## src/rtct_pkg.sv

```systemverilog
// shared constants and types for the countdown timer
package rtct_pkg;

    // register indexes; byte address is four times the index
    localparam logic [5:0] RTCT_IDX_CTL2      = 6'h01;
    localparam logic [5:0] RTCT_IDX_VALUE     = 6'h10;
    localparam logic [5:0] RTCT_IDX_MODE      = 6'h11;
    localparam logic [5:0] RTCT_IDX_IRQ_STAT  = 6'h12;
    localparam logic [5:0] RTCT_IDX_IRQ_MASK  = 6'h13;

    // mode register layout
    localparam int         RTCT_MODE_SRC_HI   = 4;
    localparam int         RTCT_MODE_SRC_LO   = 3;
    localparam int         RTCT_MODE_RUN      = 2;
    localparam int         RTCT_MODE_IE       = 1;
    localparam int         RTCT_MODE_PULSE    = 0;
    localparam logic [7:0] RTCT_MODE_RESET    = 8'h18;
    localparam logic [7:0] RTCT_MODE_MASK     = 8'h1f;

    // second control register: countdown flag position
    localparam int         RTCT_CTL2_FLAG     = 3;

    // status / mask layout
    localparam int         RTCT_EV_PERIOD     = 0;
    localparam logic [7:0] RTCT_IRQ_RESET     = 8'h00;

    localparam logic [7:0] RTCT_VALUE_RESET   = 8'h00;

    // tap masks on the oscillator edge count, and slow chain terminal counts
    localparam logic [8:0] RTCT_TAP_8192      = 9'h003;
    localparam logic [8:0] RTCT_TAP_4096      = 9'h007;
    localparam logic [8:0] RTCT_TAP_128       = 9'h0ff;
    localparam logic [8:0] RTCT_TAP_64        = 9'h1ff;
    localparam logic [5:0] RTCT_STEPS_PER_SEC = 6'h3f;
    localparam logic [5:0] RTCT_SECS_PER_MIN  = 6'h3b;

    typedef enum logic [1:0]
    {
        RTCT_SRC_4096,
        RTCT_SRC_64,
        RTCT_SRC_1,
        RTCT_SRC_60TH
    } rtct_src_t;

    typedef enum logic [1:0]
    {
        RTCT_END_8192,
        RTCT_END_4096,
        RTCT_END_128,
        RTCT_END_64
    } rtct_end_t;

endpackage

```

## src/rtct_tick_if.sv

```systemverilog
// tick strobes from the prescaler to the countdown logic
interface rtct_tick_if;
    logic tick_8192;
    logic tick_4096;
    logic tick_128;
    logic tick_64;
    logic tick_1;
    logic tick_60th;

    modport src (output tick_8192, tick_4096, tick_128, tick_64, tick_1, tick_60th);
    modport snk (input  tick_8192, tick_4096, tick_128, tick_64, tick_1, tick_60th);
endinterface

```

## src/rtct_countdown.sv

```systemverilog
// countdown timer with wishbone registers, flag, level/pulse interrupt
// Function
// - source select picks tick, defaults to sixtieth Hz
// - interrupt enable bit defaults off, gates int_n
// - mode bit picks level or pulse interrupt
// - 8-bit reload, zero stops the timer
// - decrement from one sets flag and reloads
// - reload write takes effect immediately
// - first period after enable may be shorter
// - flag stays set until software clears it
// - int_n is level or pulse, gated by enable
// - count read returns live count
// - slow sources include offset correction steps
// - pulse width depends on source, and on reload for the two fast sources
// - flag and interrupt rise in same cycle
//
// The Wishbone slave port is this design's own decision.
module rtct_countdown
    import rtct_pkg::*;
#(
    parameter int CNT_W = 8
)
(
    input  wire logic        clk,
    input  wire logic        rst,
    input  wire logic        wb_cyc,
    input  wire logic        wb_stb,
    input  wire logic        wb_we,
    input  wire logic [7:0]  wb_adr,
    input  wire logic [3:0]  wb_sel,
    input  wire logic [31:0] wb_dat_w,
    output logic      [31:0] wb_dat_r,
    output logic             wb_ack,
    input  wire logic        osc_in,
    input  wire logic        corr_insert,
    input  wire logic        corr_remove,
    output logic             int_n,
    output logic             irq
);
    if (CNT_W != 8)
    begin : g_bad_width
        $error("rtct_countdown: counter width must be 8");
    end

    rtct_tick_if ticks ();

    rtct_prescaler u_prescaler
    (
        .clk         (clk),
        .rst         (rst),
        .osc_in      (osc_in),
        .corr_insert (corr_insert),
        .corr_remove (corr_remove),
        .ticks       (ticks)
    );

    logic [7:0]  mode_reg, next_mode_reg;
    logic [7:0]  reload, next_reload;
    logic [7:0]  count, next_count;
    logic        flag, next_flag;
    logic        armed, next_armed;
    logic        pulse_on, next_pulse_on;
    rtct_end_t   pulse_end, next_pulse_end;
    logic [7:0]  irq_stat, next_irq_stat;
    logic [7:0]  irq_mask, next_irq_mask;
    logic [31:0] next_dat_r;
    logic        next_ack, next_int_n, next_irq;

    logic        access, wr, rd, wr_lane0;
    logic [5:0]  idx;
    logic        wr_value, wr_mode;
    rtct_src_t   src;
    logic        run, ie, pmode;
    logic        sel_tick, step, wrap, end_tick;

    function automatic logic reg_hit(input logic [5:0] a, input logic [5:0] b);
        reg_hit = (a == b);
    endfunction

    always_comb
    begin
        // bus decode; one-cycle answer, no waits
        access   = wb_cyc && wb_stb && !wb_ack;
        wr       = access && wb_we;
        rd       = access && !wb_we;
        idx      = wb_adr[7:2];
        wr_lane0 = wr && wb_sel[0];
        wr_value = wr_lane0 && reg_hit(idx, RTCT_IDX_VALUE);
        wr_mode  = wr_lane0 && reg_hit(idx, RTCT_IDX_MODE);

        src   = rtct_src_t'(mode_reg[RTCT_MODE_SRC_HI:RTCT_MODE_SRC_LO]);
        run   = mode_reg[RTCT_MODE_RUN];
        ie    = mode_reg[RTCT_MODE_IE];
        pmode = mode_reg[RTCT_MODE_PULSE];

        unique case (src)
            RTCT_SRC_4096: sel_tick = ticks.tick_4096;
            RTCT_SRC_64:   sel_tick = ticks.tick_64;
            RTCT_SRC_1:    sel_tick = ticks.tick_1;
            RTCT_SRC_60TH: sel_tick = ticks.tick_60th;
        endcase

        next_mode_reg = wr_mode ? (wb_dat_w[7:0] & RTCT_MODE_MASK) : mode_reg;

        // slow sources wait for one 64 Hz step after enable
        if (!run)
            next_armed = 1'b0;
        else if (src == RTCT_SRC_4096 || src == RTCT_SRC_64)
            next_armed = 1'b1;
        else
            next_armed = armed || ticks.tick_64;

        // reload of zero parks the counter
        step = run && armed && sel_tick && (reload != 8'h00);
        wrap = step && (count <= 8'h01);

        next_reload = wr_value ? wb_dat_w[7:0] : reload;
        if (wr_value)
            next_count = wb_dat_w[7:0];
        else if (wrap)
            next_count = reload;
        else if (step)
            next_count = count - 8'h01;
        else
            next_count = count;

        // set wins over a clear in the same cycle
        next_flag = wrap || (flag && !(wr_lane0 && reg_hit(idx, RTCT_IDX_CTL2)
                                       && !wb_dat_w[RTCT_CTL2_FLAG]));

        // pulse width follows source, and reload value for the two fast sources
        unique case (pulse_end)
            RTCT_END_8192: end_tick = ticks.tick_8192;
            RTCT_END_4096: end_tick = ticks.tick_4096;
            RTCT_END_128:  end_tick = ticks.tick_128;
            RTCT_END_64:   end_tick = ticks.tick_64;
        endcase
        next_pulse_end = pulse_end;
        if (wrap)
        begin
            next_pulse_on = 1'b1;
            unique case (src)
                RTCT_SRC_4096: next_pulse_end = (reload == 8'h01) ? RTCT_END_8192
                                                                  : RTCT_END_4096;
                RTCT_SRC_64:   next_pulse_end = (reload == 8'h01) ? RTCT_END_128
                                                                  : RTCT_END_64;
                RTCT_SRC_1,
                RTCT_SRC_60TH: next_pulse_end = RTCT_END_64;
            endcase
        end
        else if (pulse_on && end_tick)
            next_pulse_on = 1'b0;
        else
            next_pulse_on = pulse_on;

        // computed from next values so flag and pin move together
        next_int_n = !(next_mode_reg[RTCT_MODE_IE]
                       && (next_mode_reg[RTCT_MODE_PULSE] ? next_pulse_on
                                                          : next_flag));

        next_irq_mask = (wr_lane0 && reg_hit(idx, RTCT_IDX_IRQ_MASK)) ? wb_dat_w[7:0]
                                                                       : irq_mask;
        next_irq_stat = irq_stat;
        if (rd && reg_hit(idx, RTCT_IDX_IRQ_STAT))
            next_irq_stat = 8'h00;
        if (wrap)
            next_irq_stat[RTCT_EV_PERIOD] = 1'b1;
        next_irq = |(next_irq_stat & next_irq_mask);

        // live count, not frozen during the read
        next_dat_r = 32'h0000_0000;
        if (rd)
        begin
            unique case (1'b1)
                reg_hit(idx, RTCT_IDX_CTL2):     next_dat_r[RTCT_CTL2_FLAG] = flag;
                reg_hit(idx, RTCT_IDX_VALUE):    next_dat_r[7:0] = count;
                reg_hit(idx, RTCT_IDX_MODE):     next_dat_r[7:0] = mode_reg;
                reg_hit(idx, RTCT_IDX_IRQ_STAT): next_dat_r[7:0] = irq_stat;
                reg_hit(idx, RTCT_IDX_IRQ_MASK): next_dat_r[7:0] = irq_mask;
                default:                         next_dat_r = 32'h0000_0000;
            endcase
        end
        next_ack = access;
    end

    always_ff @(posedge clk or posedge rst)
    begin
        if (rst)
        begin
            mode_reg  <= RTCT_MODE_RESET;
            reload    <= RTCT_VALUE_RESET;
            count     <= RTCT_VALUE_RESET;
            flag      <= 1'b0;
            armed     <= 1'b0;
            pulse_on  <= 1'b0;
            pulse_end <= RTCT_END_64;
            irq_stat  <= RTCT_IRQ_RESET;
            irq_mask  <= RTCT_IRQ_RESET;
            wb_dat_r  <= 32'h0000_0000;
            wb_ack    <= 1'b0;
            int_n     <= 1'b1;
            irq       <= 1'b0;
        end
        else
        begin
            mode_reg  <= next_mode_reg;
            reload    <= next_reload;
            count     <= next_count;
            flag      <= next_flag;
            armed     <= next_armed;
            pulse_on  <= next_pulse_on;
            pulse_end <= next_pulse_end;
            irq_stat  <= next_irq_stat;
            irq_mask  <= next_irq_mask;
            wb_dat_r  <= next_dat_r;
            wb_ack    <= next_ack;
            int_n     <= next_int_n;
            irq       <= next_irq;
        end
    end
endmodule

```

## src/rtct_prescaler.sv

```systemverilog
// oscillator synchroniser and tap divider with offset correction on the slow chain
module rtct_prescaler
    import rtct_pkg::*;
(
    input  wire logic clk,
    input  wire logic rst,
    input  wire logic osc_in,
    input  wire logic corr_insert,
    input  wire logic corr_remove,
    rtct_tick_if.src  ticks
);
    logic       sync1, sync2, sync3, osc_lvl;
    logic       next_osc_lvl;
    logic [8:0] div, next_div;
    logic [5:0] step, next_step;
    logic [5:0] secs, next_secs;
    logic       edge_seen;
    logic       adv64;
    logic       sec_wrap;
    logic       next_t8192, next_t4096, next_t128, next_t64, next_t1, next_t60;

    function automatic logic at_tap(input logic [8:0] cnt, input logic [8:0] tap);
        at_tap = (cnt & tap) == tap;
    endfunction

    always_comb
    begin
        // a change counts only once the second and third stage agree
        next_osc_lvl = (sync2 == sync3) ? sync3 : osc_lvl;
        edge_seen    = next_osc_lvl && !osc_lvl;
        next_div     = edge_seen ? div + 9'h001 : div;
        next_t8192   = edge_seen && at_tap(div, RTCT_TAP_8192);
        next_t4096   = edge_seen && at_tap(div, RTCT_TAP_4096);
        next_t128    = edge_seen && at_tap(div, RTCT_TAP_128);
        next_t64     = edge_seen && at_tap(div, RTCT_TAP_64);
        // correction only touches the 1 Hz chain; fast taps stay exact
        adv64        = (next_t64 && !corr_remove) || (!next_t64 && corr_insert);
        sec_wrap     = adv64 && (step == RTCT_STEPS_PER_SEC);
        next_step    = adv64 ? step + 6'h01 : step;
        next_t1      = sec_wrap;
        next_t60     = sec_wrap && (secs == RTCT_SECS_PER_MIN);
        next_secs    = sec_wrap ? ((secs == RTCT_SECS_PER_MIN) ? 6'h00 : secs + 6'h01) : secs;
    end

    always_ff @(posedge clk or posedge rst)
    begin
        if (rst)
        begin
            sync1           <= 1'b0;
            sync2           <= 1'b0;
            sync3           <= 1'b0;
            osc_lvl         <= 1'b0;
            div             <= 9'h000;
            step            <= 6'h00;
            secs            <= 6'h00;
            ticks.tick_8192 <= 1'b0;
            ticks.tick_4096 <= 1'b0;
            ticks.tick_128  <= 1'b0;
            ticks.tick_64   <= 1'b0;
            ticks.tick_1    <= 1'b0;
            ticks.tick_60th <= 1'b0;
        end
        else
        begin
            sync1           <= osc_in;
            sync2           <= sync1;
            sync3           <= sync2;
            osc_lvl         <= next_osc_lvl;
            div             <= next_div;
            step            <= next_step;
            secs            <= next_secs;
            ticks.tick_8192 <= next_t8192;
            ticks.tick_4096 <= next_t4096;
            ticks.tick_128  <= next_t128;
            ticks.tick_64   <= next_t64;
            ticks.tick_1    <= next_t1;
            ticks.tick_60th <= next_t60;
        end
    end
endmodule

```

## config.mk

```make
export PLATFORM = sky130hd
export DESIGN_NAME = rtct_countdown
export DESIGN_NICKNAME = d
export VERILOG_FILES = /design/src/rtct_pkg.sv /design/src/rtct_tick_if.sv /design/src/rtct_countdown.sv /design/src/rtct_prescaler.sv
export SDC_FILE = /design/constraint.sdc
export NUM_CORES = 1
export LEC_CHECK = 0
export BUFFER_PORTS_ARGS = -buffer_cell sky130_fd_sc_hd__buf_2
export CORE_MARGIN = 5
export CORE_UTILIZATION = 45
export DETAILED_ROUTE_END_ITERATION = 8
export GPL_ROUTABILITY_DRIVEN = 0
export GPL_TIMING_DRIVEN = 1
export PLACE_DENSITY = 0.68
export SETUP_SLACK_MARGIN = 0.1
export SLEW_MARGIN = 10
export SYNTH_ARGS = -nofsm -noshare
export SYNTH_HDL_FRONTEND = slang
export SYNTH_SLANG_ARGS = --single-unit
```

## constraint.sdc

```tcl
create_clock -name clk -period 3.3 [get_ports clk]
set_clock_uncertainty 0.1 [all_clocks]
set_input_delay 0.495 -clock clk [delete_from_list [all_inputs] [get_ports clk]]
set_output_delay 0.495 -clock clk [all_outputs]
set_load 0.05 [all_outputs]
```

; Word-level counts from Yosys, hierarchy flattened
; Index checks and enable logic that the tools add are counted.
[word_totals]
regBits = 108
latch_bits = 0
ram_bits = 0
rom_bits = 0
output_inout_bits = 35
wordCells = 120
mem_count = 0
[op_classes]
addsub = 4
multipliers = 0
div_mod_pow = 0
magnitude_cmp = 1
n_eq_ne = 19
n_shift = 0
n_mux = 23
n_bitwise = 1
n_reduce_logical = 45
[op_table]
columns = operator, count
row1 = $mux 8, 6
row2 = $logic_and 1x1->1, 27
row3 = $eq 6x5->1 const B, 4
row4 = $pmux 4 s4, 1
row5 = $add 6x1->6 const B, 2
row6 = $eq 6x6->1 const B, 2
row7 = $pmux 3 s4, 1
row8 = $eq 2x2->1 const B, 5
row9 = $add 9x1->9 const B, 1
row10 = $eq 9x9->1 const B, 1
row11 = $mux 1, 9
row12 = $and 8x8->8, 1
row13 = $eq 8x1->1 const B, 1
row14 = $eq 8x8->1 const B, 1
row15 = $le 8x1->1 const B, 1
row16 = $logic_not 1->1, 8
row17 = $pmux 1 s4, 2
row18 = $reduce_bool 8->1, 1
row19 = $reduce_or 8->1, 1
row20 = $sub 8x1->8 const B, 1
row21 = $eq 6x1->1 const B, 1
row22 = $mux 6, 1
row23 = $pmux 2 s3, 1
row24 = $pmux 1 s5, 1
row25 = other kinds (8), 13

; Logic depth before layout (Yosys ltp)
; Gate-level depths: netlist of the first run.
[depth]
ltp_word = 12
ltp_mapped = 11
ltp_nobuf = 11

; Modules after synthesis
; From an unflattened synthesis of the first run, not the netlist that was laid out.
[unflattened]
hier_cells = 381
hier_area_um2 = 4202.8
[modules_own_cells]
columns = mod, instances, cells_per_inst, area_each_um2
row1 = rtct_countdown, 1, 269, 2806.4
row2 = rtct_prescaler, 1, 112, 1396.3

; Least setup slack after synthesis of the first run
; Ideal clock, no wire load.
[synth_timing]
kind = in2reg
startpoint = in wb_adr[5]
endpoint = reg irq
arrival_time_ns = 2.721
slack_ns = 0.353
stages = 6
path_cell_list = or4b_4 > nor4_2 > mux2_2 > a222oi_1 > nand3_1 > a221o_1
[synth_between]
elab_cells_between_ends = 9
[synth_lines]
columns = item, line_no
row1 = from (decl), rtct_countdown.sv:29  ; input wire logic [7:0] wb_adr,
row2 = $eq 6x5->1, rtct_countdown.sv:77  ; reg_hit = (a == b);
row3 = $logic_and 1x1->1, rtct_countdown.sv:161  ; next_irq_mask = (wr_lane0 && reg_hit(idx, RTCT_IDX_IRQ_MASK)) ? wb_dat_w[7:0]
row4 = $mux 8, rtct_countdown.sv:161
row5 = via next_irq_mask[5], rtct_countdown.sv:65  ; logic [7:0] irq_mask, next_irq_mask;
row6 = $and 8x8->8, rtct_countdown.sv:168  ; next_irq = |(next_irq_stat & next_irq_mask);
row7 = $reduce_or 8->1, rtct_countdown.sv:168
row8 = via next_irq, rtct_countdown.sv:67  ; logic next_ack, next_int_n, next_irq;
row9 = to (signal assigned), rtct_countdown.sv:218  ; irq <= next_irq;
row10 = to (decl), rtct_countdown.sv:38  ; output logic irq
; The timed path passes the listed nets, and every way through them passes these cells.
; A chain may end at the register's enable or synchronous reset.

; Final worst setup path of the first run
[layout_timing]
startpoint = reg u_prescaler.div[0]
endpoint = reg u_prescaler.secs[2]
[layout_between]
elab_chain_len = 6
elab_cells_between_ends = 7
[layout_rtl]
columns = item, line_no
row1 = from (decl), rtct_prescaler.sv:14  ; logic [8:0] div, next_div;
row2 = from (signal assigned), rtct_prescaler.sv:69  ; div <= next_div;
row3 = $eq 9x9->1 (*), rtct_prescaler.sv:23  ; at_tap = (cnt & tap) == tap;
row4 = $logic_and 1x1->1 (*), rtct_prescaler.sv:35  ; next_t64 = edge_seen && at_tap(div, RTCT_TAP_64);
row5 = via u_prescaler.next_t64, rtct_prescaler.sv:20  ; logic next_t8192, next_t4096, next_t128, next_t64, next_t1, next_t60;
row6 = $logic_not 1->1, rtct_prescaler.sv:37  ; adv64 = (next_t64 && !corr_remove) || (!next_t64 && corr_insert);
row7 = $logic_and 1x1->1, rtct_prescaler.sv:37
row8 = $logic_or 1x1->1 (*), rtct_prescaler.sv:37
row9 = $logic_and 1x1->1 (*), rtct_prescaler.sv:38  ; sec_wrap = adv64 && (step == RTCT_STEPS_PER_SEC);
row10 = via u_prescaler.next_t1, rtct_prescaler.sv:20
row11 = to (signal assigned), rtct_prescaler.sv:71  ; secs <= next_secs;
row12 = to (decl), rtct_prescaler.sv:16  ; logic [5:0] secs, next_secs;
; The timed path passes the listed nets; every way through them passes the cells marked *.

==> impl_results.md, run 1 <==
- Post-route ant nets: 0
- DRT Pass-1 Iters: 4
- WL final: approximately 8 mm
- Die width: ~100 um
- Vias: ~2.7k
- Clk sinks: 84
- Final Setup Violations: 0
- Via density: about 5.3
- Ys flop type: dfrtp_1
- EDFF count, synth: 0
- Largest net degree at the start of global routing: 61
- Max FFs per register: 9
- Die H: around 100 um
- Clock Tree Buf Depth: 2
- Critical path peak fanout: 8
- Hold Path Origin: osc_in
- Max Clock Freq: approximately 370 MHz
- Compound-Gate Fraction of Synth Area: 0.0860
- Seq cells post-synth: 84
- # fillers: between 800 and 900
- Critical R2R Launch: u_prescaler.div[0]$_DFFE_PP0P_
- DRC errors left: 0
- Final hold violations: 0
- Switching share of total power: 0.268
- Share of layout cells above drive strength 1: 0.247
- Largest family of logic cells by synthesized area: simple AND/OR/NAND/NOR gates
- Core area: 8680 um2
- Initial antenna violation count: 0
- Adder-cell area share of the yosys netlist: 0.0244
- Max-cap violations: 0
- Top reg by flops: u_prescaler.div
- Async SR Flop Fraction: 1.00
- Synth Area in XOR/XNOR: 0.0263
- Switching power: 0.609 mW
- Mux share of post-synthesis cell area: 0.102
- Netlist Area Pre-Place: around 4000 um2
- Slew @ Worst Pin: 1030 ps
- Worst Setup Start Kind: register
- Pwr Density: between 500 and 600 nW/um2
- R2R Path End: u_prescaler.secs[2]$_DFFE_PP0P_
- Port Buf Inserts: 33
- Area contributors post-synth: dfrtp_1 49%, mux2_2 5.3%, buf_4 4.9%, nand2_1 3.8%, mux4_2 3.4%
- Synth area leader: dfrtp_1
- Endpoint, Worst Hold: u_prescaler.sync1$_DFF_PP0_
- First-pass GRT wire length: 13.1 mm
- Lkg Pwr: about 2.1 nW
- Largest stage delay, worst path: around 410 ps
- Share of the synthesized area in the top cell type: 0.494
- Final nets: 459
- Final worst path period share: 0.808
- Synthesized area per cell: 11.1 um2
- R2R depth: 11
- Routed length per placed instance: around 15 um
- Seq pwr share: 0.525
- Hold path cells: 1
- Starting Density: 0.461
- Vias in the first global route: 2731
- Status: finished, final reports clean
- Setup_tns: 0 ps
- Cell variety after synth: 56
- Total power: between 2 and 2.5 mW
- Rows: 34
- Slowest CP cell: dfrtp_1
- H-tree levels: 3
- Worst-path cell chain: ha_1 > nand3_1 > nor2_1 > ha_1 > and4b_1 > mux2i_1 > and4_1 > nand3_1 > inv_1 > nand2_1 > mux2_2
- Slew Limit Headroom: 0.315
- Hold-fix buffers, CTS: 0
- Total GRT Usage: 0.149
- Clk network pwr share: 0.359
- Gate power share: 0.116
- DRT iter0 DRCs: 91
- Tightest Hold Check Type: in -> reg
- Clock-pin slew on the worst setup and hold paths: approximately 90 ps
- WS Path Type: reg -> reg
- Max IR drop VDD: 0.337 mV
- Overflow after GRT: 0
- Crit path time final: 2670 ps
- CTS buffer count: 9
- P_int: 1.67 mW
- RSZ-0062 raised after global routing: false
- Root Driver: clkbuf_8
- Worst R2R Setup Slack: about 630 ps
- Critical Path End Type: register
- Simple-gate share of the synthesized area: 0.161
- Required @ worst endpoint: 3440 ps
- Die area: ~11000 um2
- Gate Count Post-Synth: 361
- P&R area growth vs syn: 10.7%
- Post-CTS sizing: 0
- DPL Wire Length: between 5 and 6 mm
- Final-report max-slew violation count: 0
- Synth Warn #: 0
- Post-CTS setup buffer count: 0
- Ant. Diodes: 0
- Clock insertion delay at the later pin of the skew report: between 300 and 400 ps
- TritonCTS clock tree: yes
- Crit path DAT: about 2800 ps
- Sequential share of the synthesized area: 0.527
- Top-Level Pins: 87
[power groups by stage]
stage / Sequential (mW) / Combinational [mW] / Clock (mW)
after floorplan: 1.20 / 0.233 / 0
after global placement: 1.21 / 0.258 / 0
after detailed placement: 1.21 / 0.268 / 0
after CTS: 1.19 / 0.268 / 0.844
after global routing: 1.21 / 0.302 / 0.886
final: 1.19 / 0.263 / 0.818
[cell usage in the layout (no fill, tap or decap), types with 3 or more instances in the layout]
| cell | count |
|---|---|
| nand4_1 | 4 |
| dfstp_2 | 5 |
| and2_2 | 7 |
| a211oi_1 | 3 |
| nand2_1 | 41 |
| xor2_1 | 7 |
| inv_1 | 13 |
| buf_4 | 7 |
| nand3_1 | 12 |
| xnor2_1 | 5 |
| mux2_2 | 19 |
| o21ai_0 | 17 |
| nor2_1 | 23 |
| or4_1 | 4 |
| clkbuf_8 | 10 |
| a21oi_1 | 8 |
| and2_1 | 3 |
| buf_2 | 33 |
| o22a_1 | 3 |
| or3_1 | 5 |
| mux2i_1 | 6 |
| ha_1 | 7 |
| dfrtp_1 | 79 |
| and2b_2 | 3 |
| a31oi_1 | 5 |
| conb_1 | 24 |
| mux4_2 | 6 |
| o221ai_1 | 5 |
[worst max-delay path by stage]
stage / start / cells past startpoint / slack, ps / to
finish: u_prescaler.div[0]$_DFFE_PP0P_ / 11 / 630 / u_prescaler.secs[2]$_DFFE_PP0P_
global route: u_prescaler.div[0]$_DFFE_PP0P_ / 11 / 350 / u_prescaler.secs[2]$_DFFE_PP0P_
CTS: u_prescaler.div[0]$_DFFE_PP0P_ / 11 / 580 / u_prescaler.secs[2]$_DFFE_PP0P_
detailed placement: wb_adr[5] / 8 / 350 / irq$_DFF_PP0_
global placement: wb_adr[5] / 8 / 390 / irq$_DFF_PP0_
floorplan: wb_adr[5] / 6 / 350 / irq$_DFF_PP0_
[per-stage QoR]
step / instances / hold WS, ps / area, um2 / worst slack [ps] / utilization
6_report: 513 / 143 / 4430 / 632 / 0.510
5_1_grt: 513 / 122 / 4430 / 350 / 0.510
4_1_cts: 513 / 120 / 4430 / 584 / 0.510
3_5_place_dp: 497 / 243 / 4200 / 351 / 0.484
3_3_place_gp: 497 / 236 / 4200 / 388 / 0.484
2_1_floorplan: 384 / 231 / 4090 / 353 / -
[layout make-up]
cell class                      count  area, um2  area share
Sequential cell                    84       2110       0.476
Timing Repair Buffer               40        218      0.0492
Inverter                           14       53.8      0.0121
Clock buffer                       11        141      0.0319
Clock inverter                      5       83.8      0.0189
Multi-Input combinational cell    251       1690       0.381
Tap cell                          108        135      0.0305
[worst max-delay path: cells and delay by family, from the launching register on]
| family | cells | cell delay (ps) |
|---|---|---|
| simple gates | 6 | 980 |
| mux | 2 | 500 |
| fa+ha+maj | 2 | 340 |
| buf+inv | 1 | 220 |
| flops | 1 | 410 |
[Yosys cell counts (7+ instances only)]
| cell type | n |
|---|---|
| xor2_1 | 7 |
| ha_1 | 7 |
| nand3_1 | 12 |
| and2_2 | 7 |
| nand2_1 | 41 |
| o21ai_0 | 17 |
| buf_4 | 26 |
| dfrtp_1 | 79 |
| a21oi_1 | 8 |
| mux2_2 | 19 |
| inv_1 | 14 |
| nor2_1 | 23 |
[routing by layer]
| layer | track usage | vias up | share of wire |
|---|---|---|---|
| met1 | 0.185 | 1352 | 0.42 |
| met5 | 0 | - | 0 |
| met3 | 0.0447 | 12 | 0.052 |
| met4 | 0.0527 | 0 | 0.017 |
| met2 | 0.244 | 77 | 0.51 |
| li1 | - | 1299 | - |
[logic make-up after synthesis]
logic type / after synthesis
AOI/OAI and AO/OA: 53
muxes: 31
buffers and inverters: 49
adders and majority gates: 8
and+or+nand+nor: 123
other: 1
DFF: 84
xor gates and xnor gates: 12
No activity file was read; power rests on OpenSTA's default activity.
==> run 2, diff against run 1 <==
==> constraint.sdc (replaced) <==
create_clock -name clk -period 2.79 [get_ports clk]
set_clock_uncertainty 0.1 [all_clocks]
set_input_delay 0.4185 -clock clk [delete_from_list [all_inputs] [get_ports clk]]
set_output_delay 0.4185 -clock clk [all_outputs]
set_load 0.05 [all_outputs]
==> impl_results.md, run 2 (synthesized netlist as in run 1, its figures left out) <==
- Final Setup Violations: 0 (unchanged)
- Fin Hold WS: 31.8 ps (was 143 ps)
- Largest net degree at the start of global routing: 46 (was 61)
- R2R depth: 7 (was 11)
- DPL Wire Length: 5.68 mm (about the same)
- DRT iter0 DRCs: 115 (was 91)
- Crit path DAT: 2690 ps (was 2810 ps)
- Post-route ant nets: 0 (unchanged)
- Status: finished, final reports clean (unchanged)
- Clock-pin slew on the worst setup and hold paths: 90 ps (about the same)
- Ant. Diodes: 0 (unchanged)
- Worst Setup Start Kind: register (unchanged)
- Clock Tree Buf Depth: 2 (unchanged)
- Max FFs per register: 9 (unchanged)
- Final worst path period share: 0.914 (was 0.808)
- Final nets: 476 (was 459)
- Hold-fix buffers, CTS: 0 (unchanged)
- CTS buffer count: 9 (unchanged)
- Max IR drop VDD: 0.413 mV (was 0.337 mV)
- Die H: 104 um (unchanged)
- Die width: 104 um (unchanged)
- P&R area growth vs syn: 12.8% (was 10.7%)
- Fin cells: 530 (was 513)
- R2R Path End: irq$_DFF_PP0_ (was u_prescaler.secs[2]$_DFFE_PP0P_)
- Overflow after GRT: 0 (unchanged)
- Total power: 2.51 mW (was 2.28 mW)
- H-tree levels: 3 (unchanged)
- Top-Level Pins: 87 (unchanged)
- Core area: 8680 um2 (unchanged)
- Slew Limit Headroom: 0.544 (was 0.315)
- Footprint of the multi-input gates: 1700 um2 (was 1690 um2)
- # fillers: 796 (was 811)
- Required @ worst endpoint: 2930 ps (was 3440 ps)
- Port Buf Inserts: 33 (unchanged)
- First-pass GRT wire length: 13.1 mm (about the same)
- Critical path peak fanout: 5 (was 8)
- Via density: 5.17 (was 5.34)
- Final-report max-slew violation count: 0 (unchanged)
- Slew @ Worst Pin: 684 ps (was 1030 ps)
- Clk sinks: 84 (unchanged)
- Vias in the first global route: 2686 (was 2731)
- Placed Area: 4330 um2 (was 4200 um2)
- Most frequent cells in the layout: 79 x dfrtp_1, 41 x nand2_1, 33 x buf_2 (unchanged)
- DRC errors left: 0 (unchanged)
- Pwr Density: 555 nW/um2 (was 514 nW/um2)
- DRT Pass-1 Iters: 4 (unchanged)
- Design area: 4520 um2 (was 4430 um2)
- Crit path from: wb_ack$_DFF_PP0_ (was u_prescaler.div[0]$_DFFE_PP0P_)
- Final hold violations: 0 (unchanged)
- Routed length per placed instance: 14.8 um (was 15.5 um)
- Rows: 34 (unchanged)
- Critical Path End Type: register (unchanged)
- TritonCTS clock tree: yes (unchanged)
- Vias: 2742 (was 2740)
- WL final: 7.84 mm (was 7.93 mm)
- Max-cap violations: 0 (unchanged)
- Root Driver: clkbuf_8 (unchanged)
- Starting Density: 0.461 (unchanged)
- Max Clock Freq: 392 MHz (was 375 MHz)
- WS Path Type: reg -> reg (unchanged)
- Die area: 10900 um2 (unchanged)
- Clock insertion delay at the later pin of the skew report: 350 ps (about the same)
- Share of layout cells above drive strength 1: 0.280 (was 0.247)
- Placed cell count: 511 (was 497)
- Critical R2R Launch: wb_ack$_DFF_PP0_ (was u_prescaler.div[0]$_DFFE_PP0P_)
- Commonest non-fill, non-tap cell in the layout: dfrtp_1 (unchanged)
- RSZ-0062 raised after global routing: false (unchanged)
- Worst R2R Setup Slack: 240 ps (was 630 ps)
- Crit path time final: 2550 ps (was 2670 ps)
- Total GRT Usage: 0.147 (was 0.149)
- Lkg Pwr: 2.20 nW (was 2.14 nW)
- Tightest Hold Check Type: in -> async (was in -> reg)
- Initial antenna violation count: 0 (unchanged)
- FF/Latch Area: 2110 um2 (unchanged)
- Top reg by flops: u_prescaler.div (unchanged)
==> run 2: metrics by stage <==
step	TNS [ps]	worst slack, ps	util
3_3_place_gp	-5.05	-5.05	0.499
3_5_place_dp	-83.3	-83.3	0.499
5_1_grt	0	67.6	0.520
4_1_cts	0	222	0.518
2_1_floorplan	0	104	-
6_report	0	239	0.520
==> run 2: power by group <==
group / internal [mW] / switching (mW) / total (mW) / leakage [nW]
Sequential: 1.32 / 0.0903 / 1.41 / 1.08
Combinational: 0.147 / 0.203 / 0.351 / 1.04
Clock: 0.319 / 0.431 / 0.750 / 0.0791
==> run 2: cell type report <==
type / count / share of cell area
clock buffers: 11 / 0.0291
flip-flops and latches: 84 / 0.467
inverters: 14 / 0.0119
repair buffers: 57 / 0.0792
multi-input cells: 251 / 0.376
well taps: 108 / 0.0299
clock inverters: 5 / 0.00665
==> run 2: layer usage <==
| layer | track usage | vias to the layer above | part of all wire |
|---|---|---|---|
| li1 | - | 1326 | - |
| met4 | 0.0370 | 0 | 0.011 |
| met3 | 0.0441 | 6 | 0.053 |
| met1 | 0.197 | 1337 | 0.45 |
| met2 | 0.233 | 73 | 0.49 |
| met5 | 0 | - | 0 |
==> run 2: repair_timing <==
| action | in CTS | in global routing |
|---|---|---|
| setup buffers | 0 | 3 |
| resized for setup | 0 | 2 |
| setup endpoints to repair | 0 | 2 |
==> run 2: worst max-delay path by stage <==
stage                                       to  slack (ps)  cells past startpoint
3_5_place_dp                     irq$_DFF_PP0_         -80                      8
5_1_grt        u_prescaler.secs[3]$_DFFE_PP0P_          70                     11
2_1_floorplan                    irq$_DFF_PP0_         100                      6
4_1_cts                          irq$_DFF_PP0_         220                      7
6_report                         irq$_DFF_PP0_         240                      7
3_3_place_gp                     irq$_DFF_PP0_          -5                      8
==> run 2: critical path: stages, from the launching register on <==
cell      delay, ps
dfrtp_1         380
nand3b_1        260
nor4_4          480
buf_4           200
mux2_2          340
a222oi_1        240
nand3_1         130
a221o_1         320
==> run 3, diff against run 2 <==
--- a/config.mk
+++ b/config.mk
@@ -7,11 +7,11 @@
 export LEC_CHECK = 0
 export BUFFER_PORTS_ARGS = -buffer_cell sky130_fd_sc_hd__buf_2
 export CORE_MARGIN = 5
-export CORE_UTILIZATION = 45
+export CORE_UTILIZATION = 54
 export DETAILED_ROUTE_END_ITERATION = 8
 export GPL_ROUTABILITY_DRIVEN = 0
 export GPL_TIMING_DRIVEN = 1
-export PLACE_DENSITY = 0.68
+export PLACE_DENSITY = 0.79
 export SETUP_SLACK_MARGIN = 0.1
 export SLEW_MARGIN = 10
 export SYNTH_ARGS = -nofsm -noshare
==> impl_results.md, run 3 (synthesized netlist as in run 1, its figures left out) <==
- Status: finished, final reports clean (unchanged)
- Switching power: 0.735 mW (was 0.725 mW)
- Vias: 2809 (was 2742)
- Largest net degree at the start of global routing: 46 (unchanged)
- Total GRT Usage: 0.194 (was 0.147)
- Share of layout cells above drive strength 1: 0.271 (was 0.280)
- Max Clock Freq: 392 MHz (about the same)
- Final nets: 471 (was 476)
- Hold-fix buffers, CTS: 0 (unchanged)
- Crit path DAT: 2690 ps (about the same)
- Core area: 7250 um2 (was 8680 um2)
- Top reg by flops: u_prescaler.div (unchanged)
- Starting Density: 0.552 (was 0.461)
- Final hold violations: 0 (unchanged)
- Final worst path period share: 0.914 (about the same)
- Slew @ Worst Pin: 796 ps (was 684 ps)
- WS Path Type: reg -> reg (unchanged)
- Max-cap violations: 0 (unchanged)
- Final core occ: 0.624 (was 0.520)
- Seq pwr share: 0.526 (was 0.561)
- Via density: 5.44 (was 5.17)
- Lkg Pwr: 2.21 nW (was 2.20 nW)
- Gate power share: 0.128 (was 0.140)
- Placed Area: 4280 um2 (was 4330 um2)
- Critical path peak fanout: 12 (was 5)
- Vias in the first global route: 2797 (was 2686)
- Worst-path cell chain: or4_1 > or4_1 > buf_4 > o22a_1 > o221ai_1 > nand2_1 (was nand3b_1 > nor4_4 > buf_4 > mux2_2 > a222oi_1 > nand3_1 > a221o_1)
- Die width: 96.1 um (was 104 um)
- Final Setup Violations: 0 (unchanged)
- Most frequent cells in the layout: 79 x dfrtp_1, 41 x nand2_1, 33 x buf_2 (unchanged)
- Commonest non-fill, non-tap cell in the layout: dfrtp_1 (unchanged)
- Pwr Density: 594 nW/um2 (was 555 nW/um2)
- Post-CTS setup buffer count: 0 (unchanged)
- Crit path time final: 2550 ps (about the same)
- Tightest Hold Check Type: in -> reg (was in -> async)
- Design area: 4520 um2 (about the same)
- P_int: 1.95 mW (was 1.78 mW)
- Most common cell on crit path: or4_1
- DRC errors left: 0 (unchanged)
- Switching share of total power: 0.274 (was 0.289)
- First-pass GRT wire length: 13.5 mm (was 13.1 mm)
- Max FFs per register: 9 (unchanged)
- Max IR drop VDD: 0.436 mV (was 0.413 mV)
- Largest stage delay, worst path: 620 ps (was 480 ps)
- Overflow after GRT: 0 (unchanged)
- H-tree levels: 3 (unchanged)
- Clk network pwr share: 0.346 (was 0.299)
- CTS buffer count: 9 (unchanged)
- Port Buf Inserts: 33 (unchanged)
- Post-CTS sizing: 0 (unchanged)
- DRT Pass-1 Iters: 4 (unchanged)
- DRT iter0 DRCs: 103 (was 115)
- WL final: 8.13 mm (was 7.84 mm)
- Routed length per placed instance: 15.8 um (was 14.8 um)
- RSZ-0062 raised after global routing: false (unchanged)
- Die area: 9230 um2 (was 10900 um2)
- Fin Hold WS: 70.9 ps (was 31.8 ps)
- Rows: 31 (was 34)
- Die H: 96.1 um (was 104 um)
- Ant. Diodes: 0 (unchanged)
- Final-report max-slew violation count: 0 (unchanged)
- P&R area growth vs syn: 13.0% (was 12.8%)
- Slew Limit Headroom: 0.469 (was 0.544)
- Clock insertion delay at the later pin of the skew report: 350 ps (about the same)
- Slowest CP cell: or4_1 (was nor4_4)
- Clock Tree Buf Depth: 2 (unchanged)
- Root Driver: clkbuf_8 (unchanged)
- Clock-pin slew on the worst setup and hold paths: 80 ps (was 90 ps)
- Top-Level Pins: 87 (unchanged)
- Post-route ant nets: 0 (unchanged)
- DPL Wire Length: 6.00 mm (was 5.68 mm)
- Initial antenna violation count: 0 (unchanged)
- Critical Path End Type: register (unchanged)
- Clk sinks: 84 (unchanged)
- TritonCTS clock tree: yes (unchanged)
- Worst Setup Start Kind: register (unchanged)
- Required @ worst endpoint: 2930 ps (about the same)
-- run 3: critical path: cells and delay by family, from the launching register on --
family          cells  cell delay (ps)
compound gates      2              390
buf+inv             1              240
simple gates        3             1250
flops               1              460
-- run 3: routing by layer --
| layer | track usage | share of wire |
|---|---|---|
| met1 | 0.241 | 0.41 |
| met2 | 0.313 | 0.51 |
| met3 | 0.0524 | 0.052 |
| met4 | 0.0912 | 0.035 |
| met5 | 0 | 0 |
-- run 3: stage by stage --
stage | cells | total power [mW] | TNS, ps | worst slack, ps
2_1_floorplan | 384 | 1.69 | 0 | 104
3_3_place_gp | 497 | 1.74 | 0 | 12.3
3_5_place_dp | 497 | 1.76 | -12.5 | -12.5
4_1_cts | 513 | 2.69 | 0 | 225
5_1_grt | 516 | 2.82 | 0 | 114
6_report | 516 | 2.69 | 0 | 239
-- run 3: area by class of cell --
type / count / area [um2]
timing repair buffer: 52 / 320
multi-input combinational: 251 / 1700
sequential: 84 / 2110
clock buffer: 12 / 165
clock inverter: 4 / 55.1
fill: 610 / 2730
tap: 99 / 124
inverter: 14 / 53.8
-- run 3: power by group through the flow --
stage | combinational (mW) | clock, mW | sequential [mW]
floorplan | 0.276 | 0 | 1.42
global placement | 0.309 | 0 | 1.43
detailed placement | 0.326 | 0 | 1.44
CTS | 0.326 | 0.949 | 1.41
global route | 0.394 | 1.00 | 1.43
finish | 0.345 | 0.930 | 1.41
-- run 3: final timing paths --
path	from	to	slack, ps	depth (start not counted)
worst max-delay path	count[4]$_DFFE_PP0P_	count[3]$_DFFE_PP0P_	240	6
worst min-delay path	osc_in	u_prescaler.sync1$_DFF_PP0_	70	1
worst max register to register	count[4]$_DFFE_PP0P_	count[3]$_DFFE_PP0P_	240	6
worst min register to register	u_prescaler.sync1$_DFF_PP0_	u_prescaler.sync2$_DFF_PP0_	260	0
max in group asynchronous	rst	pulse_end[0]$_DFFE_PP1P_	1790	3
min in group asynchronous	rst	u_prescaler.step[1]$_DFFE_PP0P_	80	2
